<file path="src/inc/pmm_consts.svh">
// Purpose: Constants for the program and data memory map
// Assumes: 125 MHz core clock
// Notes:   Definitions only
`ifndef PMM_CONSTS_SVH
`define PMM_CONSTS_SVH
`define PMM_PC_W         13
`define PMM_PROG_AW      12
`define PMM_RESET_VEC    13'h0000
`define PMM_INT_VEC      13'h0004
`define PMM_BANK_AW      7
`define PMM_DATA_AW      9
`define PMM_SFR_TOP      7'h1f
`define PMM_SHARED_BASE  7'h70
`define PMM_INDIRECT_LOC 7'h00
`define PMM_MIRROR_LAST  7'h04
`define PMM_MIRROR_PCH   7'h0a
`define PMM_MIRROR_INT   7'h0b
`define PMM_GPR_DEPTH    256
`define PMM_GPR_AW       8
`endif

</file>
<file path="src/inc/pmm_pkg.sv">
// Purpose: Types for the program and data memory map
// Assumes: Constants header available
// Notes:   Types only
`include "pmm_consts.svh"
package pmm_pkg;
	typedef enum logic [1:0] {
		PMM_REG_SFR,
		PMM_REG_GPR,
		PMM_REG_NONE
	} pmm_region_t;

	typedef struct packed {
		logic                     valid;
		logic                     write;
		logic                     indirect;
		logic [`PMM_BANK_AW-1:0]  bank_addr;
		logic [7:0]               wdata;
	} pmm_data_req_t;

	typedef struct packed {
		pmm_region_t              region;
		logic [`PMM_DATA_AW-1:0]  sfr_addr;
		logic [`PMM_DATA_AW-1:0]  full_addr;
	} pmm_decode_t;
endpackage

</file>
<file path="src/verilog/pmm_memory_map.sv">
// Purpose: Program counter and data memory address map of the core
// Assumes: Core fetch and data logic on sys_clk_i
// Notes:   Special registers live outside; their accesses are routed out
//          RAM is one 256-byte block shared by bank pairs
//          Reads answer one cycle after the request
`timescale 1ns/100ps
`include "pmm_consts.svh"
module pmm_memory_map
	import pmm_pkg::*;
#(
	parameter int PC_W   = `PMM_PC_W,
	parameter int PROG_AW = `PMM_PROG_AW
) (
	// Clock and reset
	input  wire logic                    sys_clk_i,
	input  wire logic                    rst_n_i,
	// Program counter control
	input  wire logic                    pc_advance_i,
	input  wire logic                    pc_load_i,
	input  wire logic [PC_W-1:0]         pc_target_i,
	input  wire logic                    int_take_i,
	output logic      [PC_W-1:0]         pc_o,
	output logic      [PROG_AW-1:0]      prog_addr_o,
	// Bank selection and pointer
	input  wire logic                    bank_select_high_i,
	input  wire logic                    bank_select_low_i,
	input  wire logic                    indirect_bank_i,
	input  wire logic [7:0]              indirect_pointer_i,
	// Data request
	input  wire pmm_data_req_t           data_req_i,
	output logic      [7:0]              data_rdata_o,
	output logic                         data_rvalid_o,
	// Special register side
	output logic                         sfr_sel_o,
	output logic      [`PMM_DATA_AW-1:0] sfr_addr_o,
	output logic                         sfr_write_o,
	output logic      [7:0]              sfr_wdata_o,
	input  wire logic [7:0]              sfr_rdata_i,
	// Decode status
	output logic      [1:0]              bank_o,
	output logic                         gpr_hit_o
);
	localparam int RAM_AW  = `PMM_GPR_AW;
	localparam int DATA_AW = `PMM_DATA_AW;
	localparam int OFF_AW  = `PMM_BANK_AW;

	// Low part of each bank belongs to the special registers
	function automatic logic is_special(input logic [OFF_AW-1:0] off);
		is_special = (off <= `PMM_SFR_TOP);
	endfunction

	// Mirrored special registers answer at the bank 0 location
	function automatic logic is_mirrored(input logic [OFF_AW-1:0] off);
		logic low_set;
		logic pair_set;
		low_set     = (off <= `PMM_MIRROR_LAST);
		pair_set    = (off == `PMM_MIRROR_PCH) || (off == `PMM_MIRROR_INT);
		is_mirrored = low_set || pair_set;
	endfunction

	// Offset of an address inside its bank
	function automatic logic [OFF_AW-1:0] offset_of(input logic [DATA_AW-1:0] a);
		offset_of = a[OFF_AW-1:0];
	endfunction

	// Bank bits sit above the in-bank offset
	function automatic logic [DATA_AW-1:0] direct_addr(input logic [1:0] bank, input logic [OFF_AW-1:0] off);
		direct_addr = {bank, off};
	endfunction

	// Indirect bank bit sits above the pointer
	function automatic logic [DATA_AW-1:0] indirect_addr(input logic hi, input logic [7:0] ptr);
		indirect_addr = {hi, ptr};
	endfunction

	// Offset zero is no register: it stands for the pointer
	function automatic logic is_pointer_loc(input logic [OFF_AW-1:0] off);
		is_pointer_loc = (off == `PMM_INDIRECT_LOC);
	endfunction

	// Fetch address drops the counter's top bit
	function automatic logic [PROG_AW-1:0] fetch_addr(input logic [PC_W-1:0] p);
		fetch_addr = p[PROG_AW-1:0];
	endfunction

	// Region and special register address of one data address
	function automatic pmm_decode_t decode(input logic [DATA_AW-1:0] a);
		pmm_decode_t       d;
		logic [OFF_AW-1:0] off;
		off         = offset_of(a);
		d.full_addr = a;
		d.sfr_addr  = a;
		d.region    = PMM_REG_GPR;
		if (is_special(off)) begin
			d.region = PMM_REG_SFR;
			if (is_mirrored(off)) begin
				d.sfr_addr = {2'b00, off};
			end
		end
		decode = d;
	endfunction

	// Program counter
	logic [PC_W-1:0] pc;
	logic [PC_W-1:0] next_pc;

	// Step wraps at the counter width
	wire logic [PC_W-1:0] pc_step   = PC_W'(pc + 1'b1);
	wire logic [PC_W-1:0] pc_linear = pc_advance_i ? pc_step : pc;
	wire logic [PC_W-1:0] pc_jump   = pc_load_i ? pc_target_i : pc_linear;

	// Interrupt beats load beats advance
	assign next_pc = int_take_i ? PC_W'(`PMM_INT_VEC) : pc_jump;

	// Asynchronous reset puts the counter on the reset vector
	always_ff @(posedge sys_clk_i or negedge rst_n_i) begin
		if (!rst_n_i) begin
			pc <= PC_W'(`PMM_RESET_VEC);
		end else begin
			pc <= next_pc;
		end
	end

	assign pc_o        = pc;
	// Upper counter bit ignored so high fetches fold into 4K
	wire logic [PROG_AW-1:0] fetch_a = fetch_addr(pc);
	assign prog_addr_o = fetch_a;

	// Data address formation
	wire logic [1:0]         bank_sel = {bank_select_high_i, bank_select_low_i};
	wire logic [OFF_AW-1:0]  req_off  = data_req_i.bank_addr;
	wire logic [DATA_AW-1:0] direct_a = direct_addr(bank_sel, req_off);
	wire logic [DATA_AW-1:0] ind_a    = indirect_addr(indirect_bank_i, indirect_pointer_i);
	wire logic               ptr_loc  = is_pointer_loc(req_off);
	wire logic               use_ind  = data_req_i.indirect || ptr_loc;
	wire logic [DATA_AW-1:0] eff_a    = use_ind ? ind_a : direct_a;
	wire pmm_decode_t        dec      = decode(eff_a);
	// Region flags of the effective address
	wire logic               is_gpr   = (dec.region == PMM_REG_GPR);
	wire logic               is_sfr   = (dec.region == PMM_REG_SFR);
	wire logic               rd_req   = data_req_i.valid && !data_req_i.write;
	wire logic               wr_req   = data_req_i.valid && data_req_i.write;
	wire logic               gpr_hit  = data_req_i.valid && is_gpr;
	wire logic               sfr_hit  = data_req_i.valid && is_sfr;
	wire logic               sfr_wr   = is_sfr && wr_req;
	// RAM indexed by the low address byte, so banks 0/2 and 1/3 alias
	wire logic [RAM_AW-1:0]  ram_a    = RAM_AW'(dec.full_addr);
	// RAM port, one access a cycle
	wire logic               ram_en   = gpr_hit;
	wire logic               ram_we   = data_req_i.write;
	wire logic [7:0]         ram_wd   = data_req_i.wdata;

	// Special register side
	assign sfr_sel_o   = sfr_hit;
	assign sfr_addr_o  = dec.sfr_addr;
	assign sfr_write_o = sfr_wr;
	assign sfr_wdata_o = data_req_i.wdata;

	// Decode status
	assign bank_o      = bank_sel;
	assign gpr_hit_o   = gpr_hit;

	logic [7:0] ram_rdata;

	pmm_gpr_ram #(
		.DEPTH (`PMM_GPR_DEPTH),
		.AW    (RAM_AW)
	) u_ram (
		.sys_clk_i (sys_clk_i),
		.en_i      (ram_en),
		.we_i      (ram_we),
		.addr_i    (ram_a),
		.wdata_i   (ram_wd),
		.rdata_o   (ram_rdata)
	);

	// Read return, one cycle after the request
	logic       rd_pend;
	logic       rd_gpr;
	logic [7:0] sfr_q;
	logic       next_rd_pend;
	logic       next_rd_gpr;

	// Writes never raise the valid pulse
	assign next_rd_pend = rd_req;
	// Steers the return mux to the RAM for the next cycle
	assign next_rd_gpr  = gpr_hit;

	// Reset clears the valid pulse so no stale read is seen
	always_ff @(posedge sys_clk_i or negedge rst_n_i) begin
		if (!rst_n_i) begin
			rd_pend <= 1'b0;
			rd_gpr  <= 1'b0;
		end else begin
			rd_pend <= next_rd_pend;
			rd_gpr  <= next_rd_gpr;
		end
	end

	// Special register data captured in the request cycle
	always_ff @(posedge sys_clk_i or negedge rst_n_i) begin
		if (!rst_n_i) begin
			sfr_q <= 8'h00;
		end else begin
			sfr_q <= sfr_rdata_i;
		end
	end

	assign data_rvalid_o = rd_pend;
	assign data_rdata_o  = rd_gpr ? ram_rdata : sfr_q;
endmodule

</file>
<file path="src/verilog/pmm_gpr_ram.sv">
// Purpose: General purpose static RAM array
// Assumes: One write or read per cycle
// Notes:   Read data registered, one cycle latency
`timescale 1ns/100ps
`include "pmm_consts.svh"
module pmm_gpr_ram
	import pmm_pkg::*;
#(
	parameter int DEPTH = `PMM_GPR_DEPTH,
	parameter int AW    = `PMM_GPR_AW
) (
	// Clock
	input  wire logic          sys_clk_i,
	// Access
	input  wire logic          en_i,
	input  wire logic          we_i,
	input  wire logic [AW-1:0] addr_i,
	input  wire logic [7:0]    wdata_i,
	output logic      [7:0]    rdata_o
);
	logic [7:0] mem [DEPTH];

	// No reset on the array: static RAM powers up unknown
	always_ff @(posedge sys_clk_i) begin
		if (en_i && we_i)
			mem[addr_i] <= wdata_i;
		if (en_i && !we_i)
			rdata_o <= mem[addr_i];
	end
endmodule

</file>
<file path="config.mk">
export PLATFORM = sky130hd
export DESIGN_NAME = pmm_memory_map
export DESIGN_NICKNAME = d
export VERILOG_FILES = /design/src/inc/pmm_pkg.sv /design/src/verilog/pmm_memory_map.sv /design/src/verilog/pmm_gpr_ram.sv
export VERILOG_INCLUDE_DIRS = /design/src /design/src/inc
export SDC_FILE = /design/constraint.sdc
export NUM_CORES = 2
export LEC_CHECK = 0
export BUFFER_PORTS_ARGS = -buffer_cell sky130_fd_sc_hd__buf_2
export CAP_MARGIN = 0
export CELL_PAD_IN_SITES_DETAIL_PLACEMENT = 1
export CELL_PAD_IN_SITES_GLOBAL_PLACEMENT = 1
export CORE_MARGIN = 3
export CORE_UTILIZATION = 37
export DETAILED_ROUTE_END_ITERATION = 10
export GPL_ROUTABILITY_DRIVEN = 0
export PLACE_DENSITY = 0.59
export SYNTH_ARGS = -nofsm -noshare
export SYNTH_HDL_FRONTEND = slang
export SYNTH_SLANG_ARGS = --single-unit
</file>
<file path="constraint.sdc">
create_clock -name sys_clk_i -period 4.34 [get_ports sys_clk_i]
set_input_delay 0.217 -clock sys_clk_i [delete_from_list [all_inputs] [get_ports sys_clk_i]]
set_output_delay 0.217 -clock sys_clk_i [all_outputs]
set_load 0.05 [all_outputs]
</file>
==> run metrics <==
status finished, final reports clean; Overall Global Routing Usage 21.4%; row count 172; Slowest-stage cell, CP mux2_2; library cells used by synthesis 51; Final Cell Area 97300 um2; CTS root buf clkbuf_16; final count of pins violating max slew 0; Synth Area in Compound Gates 7.60%; PortBufs 110; clock tree sinks 2079; CTS tree built; max incr delay on CP 0.40 ns; synthesized flop and latch total 2079; largest net degree at the start of global routing 135; Crit Path Category in2reg; xor/xnor share of the synthesized area 0.127%; H-tree Lvls 4; final worst-path cycle share 78.2%; wire per inst 25.5 um; I/O pin total 111; core area 221000 um2; Post-DRT Antenna Nets 0; worst-path maximum fanout 54; fmax 295 MHz; Longest Clk Path Bufs 3; Avg Vias per Cell 5.32; worst path arrival time 3.99 ns; Seq/Total Area, Yosys 75.6%; Static Leak 33.8 nW; initial cell density of the core 37.4%; GRT overflow 0; Main synth FF type edfxtp_1; first-pass GRT wire length 365 mm; number of synthesized flops with an enable pin 2056; DRC errors left 0; Yosys warnings 0; initial antenna violation count 7; Pwr per Cell Area 450 nW/um2; multiplexer share of the synthesized area 4.20%; cell mode on critical path buf_4; slew margin rel. 17.9%; Mapped Area 82500 um2; Total Nets Final 6640; FFs w/ async S/R, synth 1.11%; Worst Setup End Kind flip-flop; simple-gate share of the synthesized area 10.1%; Clock Skews 0.0332 ns; setup total negative slack 0 ns; cells after synthesis 5771; post-DP HPWL 151 mm; fin cells 9725; largest family of logic cells by synthesized area simple AND/OR/NAND/NOR gates; layout cell share with drive strength beyond 1 11.0%; Die H 478 um; worst min path class in2reg; Req. time, crit path 4.93 ns; VDD IR max 0.000476 V; critical-path cell list buf_2 -> mux2_2 -> a31oi_4 -> buf_12 -> inv_6 -> buf_4 -> nor2_4 -> buf_4 -> buf_12 -> a32oi_1 -> nand4_1 -> nand4_1 -> nor4_1 -> buf_4 -> o2111ai_1; RSZ-0062 raised after global routing no; via count 51800; Max-Cap Viols 0; Final Hold Viols 0; DRT Pass-1 Iters 5; vias in the first global route 53200; Placed Instance Area 90100 um2; Worst setup SP type input pin; Die X 478 um; Area Growth Syn to Fin 18.0%; final setup violating endpoints 0; Worst-Skew Late Latency 0.87 ns; die area 229000 um2; WL final 248 mm; min Tclk post-route 3.40 ns; Synth Area in Adders 0.0152%; Reg clk slew, reported paths 0.06 ns; drt initial violations 4522; Inst Count DP 9259; Least-Margin Pin Slew 1.23 ns; Layout Utilization 44.1%; CTS Buf Count 218; post-synthesis area per instance 14.3 um2
## kinds of logic after synthesis
logic type / count (synthesis)
buf+inv: 474
flops: 2079
fa+ha+maj: 1
other cells: 1
xor+xnor: 12
simple gates: 1945
compound gates: 915
mux: 344
## cells in the mapped netlist (9+ instances only)
library cell / n / share of area (%)
a2111oi_0: 64 / 0.68
a211oi_1: 125 / 1.1
a21oi_1: 323 / 2.0
a221oi_1: 75 / 0.80
a22oi_1: 96 / 0.87
a311oi_1: 10 / 0.11
a31oi_1: 33 / 0.25
a32oi_1: 100 / 1.1
and2_1: 55 / 0.42
buf_1: 51 / 0.23
buf_2: 102 / 0.62
buf_4: 22 / 0.20
clkbuf_1: 225 / 1.0
dfrtp_1: 23 / 0.70
edfxtp_1: 2056 / 75
inv_1: 70 / 0.32
mux2_2: 15 / 0.20
mux2i_1: 329 / 4.0
nand2_1: 1160 / 5.3
nand3_1: 253 / 1.5
nand4_1: 115 / 0.87
nor2_1: 262 / 1.2
nor3_1: 9 / 0.055
nor4_1: 73 / 0.55
o211ai_1: 9 / 0.082
o21ai_0: 19 / 0.12
o22ai_1: 40 / 0.30
## report_power, final
part	total (mW)	internal (mW)	switching, mW	leakage, nW
clock network	17.6	9.76	7.82	3.21
logic	3.52	0.990	2.53	11.4
registers	22.7	22.6	0.130	19.2
total	43.8	33.3	10.5	33.8
## final timing paths
| check | cells past startpoint | to | from | slack (ns) |
|---|---|---|---|---|
| max | 15 | u_ram.rdata_o[6] | data_req_i[15] | 0.94 |
| max in group asynchronous | 4 | data_rvalid_o | rst_n_i | 3.36 |
| min | 1 | u_ram.mem[146][7] | data_req_i[7] | 0.05 |
| min in group asynchronous | 4 | pc_o[0] | rst_n_i | 0.56 |
| max reg2reg | 11 | pc_o[12] | pc_o[0] | 1.21 |
| min reg2reg | 6 | u_ram.rdata_o[7] | u_ram.mem[255][7] | 0.90 |
## cells in the final DEF, fill, tap and decap left out, types with 100 or more instances in the layout
master     netlist  layout
mux2i_1        329     328
buf_2          102     102
a21oi_1        323     323
nor2_1         262     254
a32oi_1        100     100
a211oi_1       125     125
conb_1           1     512
nand3_1        253     253
nand4_1        115     115
edfxtp_1      2056    2056
clkbuf_16        0     220
nand2_1       1160    1159
buf_4           22     263
## sequential cells by signal, indices dropped and copies added (netlist names)
name           cells
data_rvalid_o      1
u_ram.mem       2048
rd_gpr             1
u_ram.rdata_o      8
pc_o              13
sfr_q              8
## repair_timing
action                                 CTS  global route
gates resized for setup                  0             0
hold buffers                            63             0
endpoints found under the hold margin  335             0
buffers inserted                         0             0
## metrics by stage
| step | power, mW | hold WS [ns] | setup WS (ns) |
|---|---|---|---|
| final | 43.8 | 0.0477 | 0.945 |
| after global routing | 45.3 | 0.0314 | 0.681 |
| after CTS | 44.2 | 0.00129 | 0.943 |
| after detailed placement | 26.6 | 0.327 | 0.00869 |
| after global placement | 26.5 | 0.326 | 0.0614 |
| after floorplan | 24.9 | -0.0786 | 0.715 |
## cell type report
type	instances	area, um2
diodes	8	20.0
clock inverters	113	848
fillers	22400	123000
inverters	72	285
clock buffers	282	5740
well taps	2958	3700
repair buffers	484	4190
flip-flops and latches	2079	62300
multi-input cells	3729	20200
## layer usage
layer / routed length, um / track usage (%)
met1: 108000 / 29.7
met2: 119000 / 35.1
met3: 14600 / 3.27
met4: 6470 / 5.83
met5: 0 / 0
## worst max-delay path: cells and delay by family
kind / cells / cell delay [ns]
AND/OR/NAND/NOR: 4 / 1.08
AO/OA/AOI/OAI: 3 / 0.64
multiplexers: 1 / 0.40
buffers and inverters: 7 / 1.54
No activity file was read; power rests on OpenSTA's default activity.
